## src/core/period_timer_defines.svh

```systemverilog
`ifndef PERIOD_TIMER_DEFINES_SVH
`define PERIOD_TIMER_DEFINES_SVH

// register byte addresses
`define PT_ADDR_COUNT 4'h0
`define PT_ADDR_PERIOD 4'h4
`define PT_ADDR_CONTROL 4'h8
`define PT_ADDR_FLAGS 4'hc
`define PT_ADDR_ENABLES 5'h10
`define PT_ADDR_PRIORITY 5'h14
`define PT_ADDR_STATUS 5'h18
`define PT_ADDR_MASK 5'h1c

// control field positions, and the match bit of the flag, enable and priority registers
`define PT_PRE_LSB 0
`define PT_RUN_BIT 2
`define PT_POST_LSB 3
`define PT_MATCH_BIT 1

// reset values
`define PT_PERIOD_RST 8'hff
`define PT_COUNT_RST 8'h00
`define PT_CONTROL_RST 7'h00

// prescale divisors minus one
`define PT_PRE_DIV1 4'h0
`define PT_PRE_DIV4 4'h3
`define PT_PRE_DIV16 4'hf

// instruction tick comes when the divider reaches this, so the system clock is divided by 4
`define PT_INSTR_DIV 2'h3

`endif

```

## src/core/period_timer_pkg.sv

```systemverilog
package period_timer_pkg;
  typedef struct packed {
    logic [3:0] post_sel;
    logic run;
    logic [1:0] pre_sel;
  } control_s;

  typedef struct packed {
    logic [7:0] count;
    logic [7:0] period;
    logic match;
  } time_base_s;
endpackage

```

## src/core/period_timer.sv

```systemverilog
// Local design decisions: the AXI4-Lite register port and the address map.
module period_timer (
  input wire logic clk_sys,
  input wire logic resetn,
  input wire logic [4:0] s_axi_awaddr,
  input wire logic s_axi_awvalid,
  output logic s_axi_awready,
  input wire logic [31:0] s_axi_wdata,
  input wire logic [3:0] s_axi_wstrb,
  input wire logic s_axi_wvalid,
  output logic s_axi_wready,
  output logic [1:0] s_axi_bresp,
  output logic s_axi_bvalid,
  input wire logic s_axi_bready,
  input wire logic [4:0] s_axi_araddr,
  input wire logic s_axi_arvalid,
  output logic s_axi_arready,
  output logic [31:0] s_axi_rdata,
  output logic [1:0] s_axi_rresp,
  output logic s_axi_rvalid,
  input wire logic s_axi_rready,
  output logic sync_serial_port_tick,
  output period_timer_pkg::time_base_s pwm_time_base,
  output logic irq_high,
  output logic irq_low,
  output logic irq
);
`include "period_timer_defines.svh"

  // ----------------------------------------
  // register bus
  // ----------------------------------------
  logic [4:0] awaddr_r;
  logic aw_held_r;
  logic [31:0] wdata_r;
  logic [3:0] wstrb_r;
  logic w_held_r;
  logic bvalid_r;
  logic rvalid_r;
  logic [31:0] rdata_r;
  logic [1:0] rresp_r;
  logic wr_go;
  logic wr_lane0;
  logic rd_go;
  logic wr_count;
  logic wr_period;
  logic wr_control;
  logic wr_flags;
  logic wr_enables;
  logic wr_priority;
  logic wr_mask;
  logic rd_status;

  // the response waits for both halves, so address and data may arrive in either order
  assign s_axi_awready = !aw_held_r && !bvalid_r;
  assign s_axi_wready = !w_held_r && !bvalid_r;
  assign s_axi_arready = !rvalid_r;
  assign s_axi_bvalid = bvalid_r;
  assign s_axi_rvalid = rvalid_r;
  assign s_axi_rdata = rdata_r;
  assign s_axi_rresp = rresp_r;
  assign wr_go = aw_held_r && w_held_r && !bvalid_r;
  assign wr_lane0 = wr_go && wstrb_r[0];
  assign rd_go = s_axi_arvalid && s_axi_arready;
  assign wr_count = wr_lane0 && awaddr_r == 5'(`PT_ADDR_COUNT);
  assign wr_period = wr_lane0 && awaddr_r == 5'(`PT_ADDR_PERIOD);
  assign wr_control = wr_lane0 && awaddr_r == 5'(`PT_ADDR_CONTROL);
  assign wr_flags = wr_lane0 && awaddr_r == 5'(`PT_ADDR_FLAGS);
  assign wr_enables = wr_lane0 && awaddr_r == `PT_ADDR_ENABLES;
  assign wr_priority = wr_lane0 && awaddr_r == `PT_ADDR_PRIORITY;
  assign wr_mask = wr_lane0 && awaddr_r == `PT_ADDR_MASK;
  assign rd_status = rd_go && s_axi_araddr == `PT_ADDR_STATUS;
  assign s_axi_bresp = 2'h0;

  always_ff @(posedge clk_sys) begin
    if (!resetn) begin
      aw_held_r <= 1'b0;
      w_held_r <= 1'b0;
      bvalid_r <= 1'b0;
      awaddr_r <= 5'h00;
      wdata_r <= 32'h0;
      wstrb_r <= 4'h0;
    end else begin
      if (s_axi_awvalid && s_axi_awready) begin
        aw_held_r <= 1'b1;
        awaddr_r <= s_axi_awaddr;
      end
      if (s_axi_wvalid && s_axi_wready) begin
        w_held_r <= 1'b1;
        wdata_r <= s_axi_wdata;
        wstrb_r <= s_axi_wstrb;
      end
      if (wr_go) begin
        aw_held_r <= 1'b0;
        w_held_r <= 1'b0;
        bvalid_r <= 1'b1;
      end else if (s_axi_bready) begin
        bvalid_r <= 1'b0;
      end
    end
  end

  // ----------------------------------------
  // software registers
  // ----------------------------------------
  period_timer_pkg::control_s control_r;
  logic [7:0] period_r;
  logic [7:0] count_r;
  logic flag_r;
  logic enable_r;
  logic priority_r;
  logic status_r;
  logic mask_r;

  always_ff @(posedge clk_sys) begin
    if (!resetn) begin
      control_r <= `PT_CONTROL_RST;
    end else if (wr_control) begin
      control_r <= wdata_r[6:0];
    end
  end

  always_ff @(posedge clk_sys) begin
    if (!resetn) begin
      period_r <= `PT_PERIOD_RST;
    end else if (wr_period) begin
      period_r <= wdata_r[7:0];
    end
  end

  always_ff @(posedge clk_sys) begin
    if (!resetn) begin
      enable_r <= 1'b0;
      priority_r <= 1'b0;
      mask_r <= 1'b0;
    end else begin
      if (wr_enables) begin
        enable_r <= wdata_r[`PT_MATCH_BIT];
      end
      if (wr_priority) begin
        priority_r <= wdata_r[`PT_MATCH_BIT];
      end
      if (wr_mask) begin
        mask_r <= wdata_r[0];
      end
    end
  end

  // ----------------------------------------
  // instruction clock and prescaler
  // ----------------------------------------
  logic [1:0] instr_div_r;
  logic instr_tick;
  logic [3:0] pre_cnt_r;
  logic [3:0] pre_limit;
  logic inc_tick;
  logic scaler_clear;

  assign instr_tick = instr_div_r == `PT_INSTR_DIV;
  assign scaler_clear = wr_count || wr_control;

  always_comb begin
    case (control_r.pre_sel)
      2'h0: pre_limit = `PT_PRE_DIV1;
      2'h1: pre_limit = `PT_PRE_DIV4;
      default: pre_limit = `PT_PRE_DIV16;
    endcase
  end

  // free-running so the instruction phase is not disturbed by register writes
  always_ff @(posedge clk_sys) begin
    if (!resetn) begin
      instr_div_r <= 2'h0;
    end else begin
      instr_div_r <= instr_div_r + 2'h1;
    end
  end

  assign inc_tick = control_r.run && instr_tick && pre_cnt_r == pre_limit;

  always_ff @(posedge clk_sys) begin
    if (!resetn) begin
      pre_cnt_r <= 4'h0;
    end else if (scaler_clear) begin
      pre_cnt_r <= 4'h0;
    end else if (control_r.run && instr_tick) begin
      pre_cnt_r <= (pre_cnt_r >= pre_limit) ? 4'h0 : pre_cnt_r + 4'h1;
    end
  end

  // ----------------------------------------
  // timer count and match
  // ----------------------------------------
  logic match_pulse;

  // the match is seen on the increment that reloads zero, so each period gives one pulse
  assign match_pulse = inc_tick && !scaler_clear && count_r == period_r;

  // a count written above the period runs on through ffh and 00h before it matches
  always_ff @(posedge clk_sys) begin
    if (!resetn) begin
      count_r <= `PT_COUNT_RST;
    end else if (wr_count) begin
      count_r <= wdata_r[7:0];
    end else if (inc_tick && !wr_control) begin
      count_r <= (count_r == period_r) ? 8'h00 : count_r + 8'h01;
    end
  end

  assign sync_serial_port_tick = match_pulse;
  assign pwm_time_base.count = count_r;
  assign pwm_time_base.period = period_r;
  assign pwm_time_base.match = match_pulse;

  // ----------------------------------------
  // postscaler and flags
  // ----------------------------------------
  logic [3:0] post_cnt_r;
  logic post_hit;

  // only matches advance the postscaler, so a stopped timer never moves it
  assign post_hit = match_pulse && post_cnt_r == control_r.post_sel;

  always_ff @(posedge clk_sys) begin
    if (!resetn) begin
      post_cnt_r <= 4'h0;
    end else if (scaler_clear) begin
      post_cnt_r <= 4'h0;
    end else if (match_pulse) begin
      post_cnt_r <= post_hit ? 4'h0 : post_cnt_r + 4'h1;
    end
  end

  // set wins over a software clear in the same cycle
  always_ff @(posedge clk_sys) begin
    if (!resetn) begin
      flag_r <= 1'b0;
    end else if (post_hit) begin
      flag_r <= 1'b1;
    end else if (wr_flags) begin
      flag_r <= wdata_r[`PT_MATCH_BIT];
    end
  end

  // status feeds the single line and clears on read, so no write is needed to ack it
  always_ff @(posedge clk_sys) begin
    if (!resetn) begin
      status_r <= 1'b0;
    end else if (post_hit) begin
      status_r <= 1'b1;
    end else if (rd_status) begin
      status_r <= 1'b0;
    end
  end

  assign irq_high = flag_r && enable_r && priority_r;
  assign irq_low = flag_r && enable_r && !priority_r;
  assign irq = status_r && mask_r;

  // ----------------------------------------
  // read path
  // ----------------------------------------
  // unmapped reads answer slverr so a wrong address is visible to software
  always_ff @(posedge clk_sys) begin
    if (!resetn) begin
      rvalid_r <= 1'b0;
      rdata_r <= 32'h0;
      rresp_r <= 2'h0;
    end else if (rd_go) begin
      rvalid_r <= 1'b1;
      rresp_r <= 2'h0;
      case (s_axi_araddr)
        5'(`PT_ADDR_COUNT): rdata_r <= {24'h0, count_r};
        5'(`PT_ADDR_PERIOD): rdata_r <= {24'h0, period_r};
        5'(`PT_ADDR_CONTROL): rdata_r <= {25'h0, control_r};
        5'(`PT_ADDR_FLAGS): rdata_r <= {30'h0, flag_r, 1'b0};
        `PT_ADDR_ENABLES: rdata_r <= {30'h0, enable_r, 1'b0};
        `PT_ADDR_PRIORITY: rdata_r <= {30'h0, priority_r, 1'b0};
        `PT_ADDR_STATUS: rdata_r <= {31'h0, status_r};
        `PT_ADDR_MASK: rdata_r <= {31'h0, mask_r};
        default: begin
          rdata_r <= 32'h0;
          rresp_r <= 2'h2;
        end
      endcase
    end else if (s_axi_rready) begin
      rvalid_r <= 1'b0;
    end
  end
endmodule

```

## config.mk

```make
export PLATFORM = sky130hd
export DESIGN_NAME = period_timer
export DESIGN_NICKNAME = d
export VERILOG_FILES = /design/src/core/period_timer_pkg.sv /design/src/core/period_timer.sv
export VERILOG_INCLUDE_DIRS = /design/src /design/src/core
export SDC_FILE = /design/constraint.sdc
export NUM_CORES = 1
export LEC_CHECK = 0
export ABC_AREA = 1
export BUFFER_PORTS_ARGS = -buffer_cell sky130_fd_sc_hd__buf_2
export CORE_AREA = 4 4 74 104
export DETAILED_ROUTE_END_ITERATION = 8
export DIE_AREA = 0 0 78 108
export GPL_ROUTABILITY_DRIVEN = 0
export PLACE_DENSITY = 0.91
export SLEW_MARGIN = 20
export SYNTH_ARGS = -nofsm -noshare
export SYNTH_HDL_FRONTEND = slang
export SYNTH_SLANG_ARGS = --single-unit
```

## constraint.sdc

```tcl
create_clock -name clk_sys -period 4.9 [get_ports clk_sys]
set_input_delay 0.735 -clock clk_sys [delete_from_list [all_inputs] [get_ports clk_sys]]
set_output_delay 0.735 -clock clk_sys [all_outputs]
set_load 0.01 [all_outputs]
```

==> flow_metrics.py, run 1 <==
metrics = {
    "critical_path": {
        "critPathMostFrequentCell": "nand2_4",
        "crit_type": "flop to output port",
        "crit_path_start_kind": "flop",
        "cp-end-kind": "output port",
        "worst_ep_arrival_time_ns": 2.18,
        "path_max_fanout": 13,
        "cp_slowest_cell": "dfxtp_1",
        "worst_ep_required_time_ns": 4.16,
        "critPathMaxStageDelay_ns": 0.34,
        "cp_cell_sequence": "inv_1 -> ha_1 -> nand2_1 -> nor3_4 -> nand2_4 -> nor2_8 -> nand2_4 -> inv_2 -> buf_2",
    },
    "synth": {
        "synth_compound_area_frac": 0.157,
        "syn_area_per_cell_um2": 7.22,
        "yosys-top-cells-count": "108 x nand2_1, 65 x dfxtp_1, 58 x inv_1, 43 x a21oi_1, 41 x nor2_1",
        "muxShareOfSynthArea": 0,
        "synth_top_area_cell": "dfxtp_1",
        "synth_top_family_by_area": "simple AND/OR/NAND/NOR gates",
        "syn_area_um2": 3620,
        "yosysUniqueCellTypes": 38,
        "synth-edff-count": 0,
        "synth_flop_cell": "dfxtp_1",
        "postSynthCellCount": 502,
        "netlist.area_leader.share": 0.359,
        "ys_ff_latch": 65,
        "synth_area_leaders": "dfxtp_1 36%, nand2_1 11%, buf_4 6.0%",
        "synth-simple-area-share": 0.283,
        "yosys.area_share.adder": 0.0276,
        "seq_area_frac_synth": 0.359,
        "yosys_warnings": 0,
        "async_reset_ff_frac": 0,
        "synth-xor-area-share": 0.0266,
        "synth.most_common_cell": "nand2_1",
    },
    "placement": {
        "portBuffers": 60,
        "hpwl_um": 6280,
        "post-place-ws_ns": 2.25,
    },
    "grt": {
        "grt_max_degree": 37,
        "grt_pass1_wl_um": 14100,
        "grt_pass1_vias": 3139,
        "grt_overflow": 0,
        "antenna_found_initial": 0,
        "grt_use_total": 0.210,
    },
    "floorplanning": {
        "die_w_um": 78,
        "die_y_um": 108,
        "core_um2": 6800,
        "io_pins": 115,
        "rows": 36,
        "die_area_um2": 8420,
        "initial_utilization": 0.533,
    },
    "clock_network": {
        "cts_resized": 0,
        "htree_levels": 3,
        "clockBufferDepth": 2,
        "cts_buffers": 9,
        "cts.root.buffer_cell": "clkbuf_8",
        "cts_setup_buffers": 0,
        "cts_tree": "built",
        "path_clk_slew_ns": 0.07,
        "hold_buffers": 0,
        "clk_latency_ns": 0.35,
        "clock-sinks": 65,
    },
    "layout": {
        "antenna_cells": 0,
        "drive_gt1_frac": 0.206,
        "area.growth.synth_to_final_pct": 12.8,
        "fin_nets": 620,
        "nFillCells": 576,
        "fin_util": 0.601,
    },
    "timing": {
        "fin_ws_ns": 1.99,
        "rsz0062_at_grt": "no",
        "fin_crit_sh": 0.595,
        "slew_violations": 0,
        "clock.fmax_mhz": 343,
        "setup_tns_ns": 0,
        "worst_pin_slew_ns": 0.915,
        "slew_headroom": 0.389,
        "skew_ns": 0.0117,
        "setup_viol": 0,
        "hold_violations": 0,
        "period_needed_ns": 2.91,
    },
    "detailed_routing": {
        "drc": 0,
        "vias": 3365,
        "antenna_left": 0,
        "drt-vias-per-instance": 5.11,
        "first_pass_iters": 5,
        "wl_um": 8580,
        "wire_per_inst_um": 13.0,
        "drtIter0Drc": 278,
    },
    "worst_hold_path": {
        "hold_class": "flop to flop",
    },
    "outcome": {
        "status": "completed",
    },
    "power_and_ir_drop": {
        "p_int_mw": 0.887,
        "seqPwrFrac": 0.472,
        "ir_drop_mv": 0.237,
        "p_clk_frac": 0.440,
        "p_switching_mw": 0.289,
        "sw_frac_of_total": 0.246,
        "power_density_nw_per_um2": 288,
        "pwr-share-comb": 0.088,
        "power_leakage_nw": 2.00,
    },
    "run": {
        "drv_cap": 0,
    },
}
critical path, delay by kind of cell (launching register included):
family / cells / cell delay, ns
adder cells (fa/ha/maj): 1 / 0.31
buffers and inverters: 3 / 0.29
flip-flops: 1 / 0.34
AND/OR/NAND/NOR: 5 / 0.89
final cells by class:
| class | count | area, um2 | area share |
|---|---|---|---|
| Multi-Input combinational cell | 357 | 1890 | 0.463 |
| Clock inverter | 5 | 77.6 | 0.0190 |
| Tap cell | 95 | 119 | 0.0291 |
| Sequential cell | 65 | 1300 | 0.318 |
| Clock buffer | 11 | 151 | 0.0370 |
| Inverter | 66 | 248 | 0.0606 |
| Timing Repair Buffer | 60 | 300 | 0.0734 |
routing by layer:
metal | GRT usage | wire length, um | part of all wire
met1 | 0.234 | 3440 | 0.40
met3 | 0.0383 | 578 | 0.067
met5 | 0 | 0 | 0
met2 | 0.368 | 4270 | 0.50
met4 | 0.126 | 292 | 0.034
state kept, by name, summed over array words and instances (netlist names):
register,flops
w_held_r,1
post_cnt_r,4
enable_r,1
period_r,8
pre_cnt_r,4
mask_r,1
priority_r,1
aw_held_r,1
flag_r,1
control_r,7
s_axi_rdata,8
s_axi_rresp,1
wdata_r,8
count_r,8
wstrb_r,1
status_r,1
instr_div_r,2
s_axi_rvalid,1
awaddr_r,5
s_axi_bvalid,1
final timing paths:
path	startpoint	to	slack (ns)	cells after the start
setup / recovery	control_r[1]	pwm_time_base[0]	1.99	9
hold / removal	instr_div_r[0]	instr_div_r[0]	0.42	1
setup reg to reg	control_r[1]	flag_r	2.94	8
hold reg to reg	instr_div_r[0]	instr_div_r[0]	0.42	1
cells by family after synthesis:
kind of cell | count (synthesis)
fa+ha+maj | 8
flops | 65
buf+inv | 106
other cells | 1
compound gates | 102
xor+xnor | 11
simple gates | 209
power by group through the flow:
stage                     registers [mW]  clock network (mW)  logic [mW]
after CTS                          0.555               0.523       0.103
final                              0.556               0.518       0.103
after detailed placement           0.568                   0       0.102
after global placement             0.566                   0      0.0983
after global routing               0.557               0.549       0.117
after floorplan                    0.567                   0      0.0855
through the flow:
step	cells	hold WS, ns	total power [mW]	area, um2
detailed placement	643	0.413	0.669	3860
CTS	659	0.423	1.18	4090
finish	659	0.422	1.18	4090
floorplan	528	0.399	0.652	3720
global placement	643	0.407	0.665	3860
global route	659	0.444	1.22	4090
placed cells by master, fill, tap and decap left out, drive strengths merged, types with 3 or more instances in the layout:
cell,n
xor2,9
o21ai,40
o211ai,9
clkbuf,11
clkinv,3
dfxtp,65
nand2,114
conb,27
inv,65
nor3,5
nand3b,3
nand4,5
nor2,45
ha,8
a21oi,50
nand3,35
buf,60
(Power assumes the default switching activity.)
==> run 2, diff against run 1 <==
- CORE_AREA: 4 4 74 104 -> 4 4 81 113
- DIE_AREA: 0 0 78 108 -> 0 0 85 117
- PLACE_DENSITY: 0.91 -> 0.82
- clock period: 4.9 -> 2.3 ns (I/O delays scaled with it)
==> run 2 against run 1 <==
Global-route usage down 3.1 points. Power is 150% higher. Clock skew fell by 0.0030 ns. Sequential share of layout area down 1.5 points. Combinational power is 120% higher. Hold slack got worse by 0.14 ns. Core utilization is 7.4 points lower. Sequential power increased by 110%. Critical path type unchanged. Count of clock-buffer cells in the layout down 2. Worst setup slack worse by 1.9 ns. Flip-flop and latch count stayed put. Via count is 0.42% lower.
==> flow_metrics.py, run 2 (synthesis gave the netlist of run 1 again) <==
metrics = {
    "placement": {
        "dpl-instance-area_um2": 3890,
        "portBuffers": 60,
        "post-place-ws_ns": 0.327,
        "hpwl_um": 6330,
    },
    "layout": {
        "fin_nets": 628,
        "final_cell_mix": "107 x nand2_1, 62 x dfxtp_1, 58 x buf_2, 57 x inv_1, 43 x a21oi_1",
        "nFillCells": 759,
        "area.growth.synth_to_final_pct": 18.6,
        "drive_gt1_frac": 0.229,
        "final_common_cell": "nand2_1",
        "final_area_um2": 4300,
        "antenna_cells": 0,
        "fin_util": 0.527,
    },
    "detailed_routing": {
        "vias": 3351,
        "first_pass_iters": 4,
        "drc": 0,
        "wl_um": 8890,
        "drtIter0Drc": 282,
        "wire_per_inst_um": 13.2,
        "antenna_left": 0,
        "drt-vias-per-instance": 4.97,
    },
    "grt": {
        "antenna_found_initial": 0,
        "grt_pass1_wl_um": 14300,
        "grt_pass1_vias": 3128,
        "grt_max_degree": 36,
        "grt_use_total": 0.179,
        "grt_overflow": 0,
    },
    "critical_path": {
        "cp_cell_sequence": "nor2_4 -> inv_2 -> ha_4 -> nand2_2 -> nor3_4 -> nand2_4 -> nor2_8 -> nand2_4 -> inv_4 -> buf_6",
        "worst_ep_required_time_ns": 1.96,
        "critPathMaxStageDelay_ns": 0.33,
        "worst_ep_arrival_time_ns": 1.85,
        "path_max_fanout": 3,
        "cp-end-kind": "output port",
        "crit_path_start_kind": "flop",
        "cp_slowest_cell": "dfxtp_2",
        "critPathMostFrequentCell": "nand2_4",
        "crit_type": "flop to output port",
    },
    "clock_network": {
        "clock-sinks": 65,
        "path_clk_slew_ns": 0.06,
        "htree_levels": 3,
        "cts.root.buffer_cell": "clkbuf_16",
        "cts_buffers": 9,
        "hold_buffers": 0,
        "cts_tree": "built",
        "clockBufferDepth": 2,
        "clk_latency_ns": 0.33,
    },
    "power_and_ir_drop": {
        "seqPwrFrac": 0.409,
        "power_leakage_nw": 2.08,
        "p_switching_mw": 0.707,
        "pwr-share-comb": 0.077,
        "power_density_nw_per_um2": 674,
        "p_int_mw": 2.19,
        "p_clk_frac": 0.514,
        "ir_drop_mv": 0.485,
        "sw_frac_of_total": 0.244,
    },
    "timing": {
        "period_needed_ns": 2.19,
        "fin_crit_sh": 0.954,
        "clock.fmax_mhz": 456,
        "setup_viol": 0,
        "skew_ns": 0.00872,
        "fin_ws_ns": 0.106,
        "slew_violations": 0,
        "worst_pin_slew_ns": 0.541,
        "slew_headroom": 0.638,
        "hold_violations": 0,
        "whs_ns": 0.281,
    },
    "floorplanning": {
        "initial_utilization": 0.445,
        "core_um2": 8150,
        "rows": 39,
        "die_w_um": 85,
        "die_area_um2": 9950,
        "io_pins": 115,
        "die_y_um": 117,
    },
    "worst_hold_path": {
        "hold_class": "input pin to flop",
    },
    "outcome": {
        "status": "completed",
    },
    "run": {
        "drv_cap": 0,
    },
}
[run 2: cell types whose count changed in the layout (fill, tap and decap cells not counted), moves of 2 or more]
cell       delta
clkbuf_16     +9
inv_6         +2
buf_6         +2
clkinv_4      +2
clkbuf_8     -11
buf_2         -2
dfxtp_2       +3
buf_4         +8
clkinv_2      -2
dfxtp_1       -3
[run 2: stage by stage]
step | instances | power [mW] | setup TNS, ns
floorplan | 528 | 1.39 | 0
global placement | 653 | 1.42 | 0
detailed placement | 653 | 1.43 | 0
CTS | 670 | 2.91 | 0
global route | 674 | 3.00 | -0.00459
finish | 674 | 2.89 | 0
[run 2: final timing paths]
check / slack [ns] / cells past startpoint / end / start
worst min register to register: 0.44 / 1 / instr_div_r[0] / instr_div_r[0]
worst max register to register: 0.37 / 11 / post_cnt_r[3] / control_r[1]
worst max-delay path: 0.11 / 10 / pwm_time_base[0] / control_r[1]
worst min-delay path: 0.28 / 3 / s_axi_bvalid / s_axi_bready
[run 2: critical path: cells and delay by family, from the launching register on]
family | cells | cell delay (ns)
AND/OR/NAND/NOR | 6 | 0.71
flip-flops | 1 | 0.33
adder cells (fa/ha/maj) | 1 | 0.26
buffers and inverters | 3 | 0.23
[run 2: routing by layer]
layer | wire (um) | track usage | vias to the layer above
met5 | 0 | 0 | -
met4 | 353 | 0.0919 | 0
met3 | 575 | 0.0364 | 31
met2 | 4520 | 0.316 | 124
met1 | 3430 | 0.203 | 1501
li1 | - | - | 1695
[run 2: power groups by stage]
stage | combinational, mW | clock [mW] | sequential [mW]
2_1_floorplan | 0.182 | 0 | 1.21
6_report | 0.223 | 1.49 | 1.18
4_1_cts | 0.222 | 1.50 | 1.18
5_1_grt | 0.253 | 1.56 | 1.19
3_5_place_dp | 0.221 | 0 | 1.21
3_3_place_gp | 0.214 | 0 | 1.21
[run 2: area by class of cell]
| cell class | count | area [um2] | area share |
|---|---|---|---|
| inverters | 66 | 250 | 0.0582 |
| clock buffers | 9 | 225 | 0.0524 |
| flip-flops and latches | 65 | 1310 | 0.304 |
| repair buffers | 68 | 373 | 0.0868 |
| well taps | 102 | 128 | 0.0297 |
| multi-input cells | 357 | 1910 | 0.445 |
| clock inverters | 7 | 103 | 0.0239 |
[run 2: repair_timing]
item	4_1_cts	5_1_grt
endpoints found under the setup margin	2	2
setup buffers	1	4
hold endpoints to repair	0	0
pin swaps	1	6
gates resized for setup	0	11
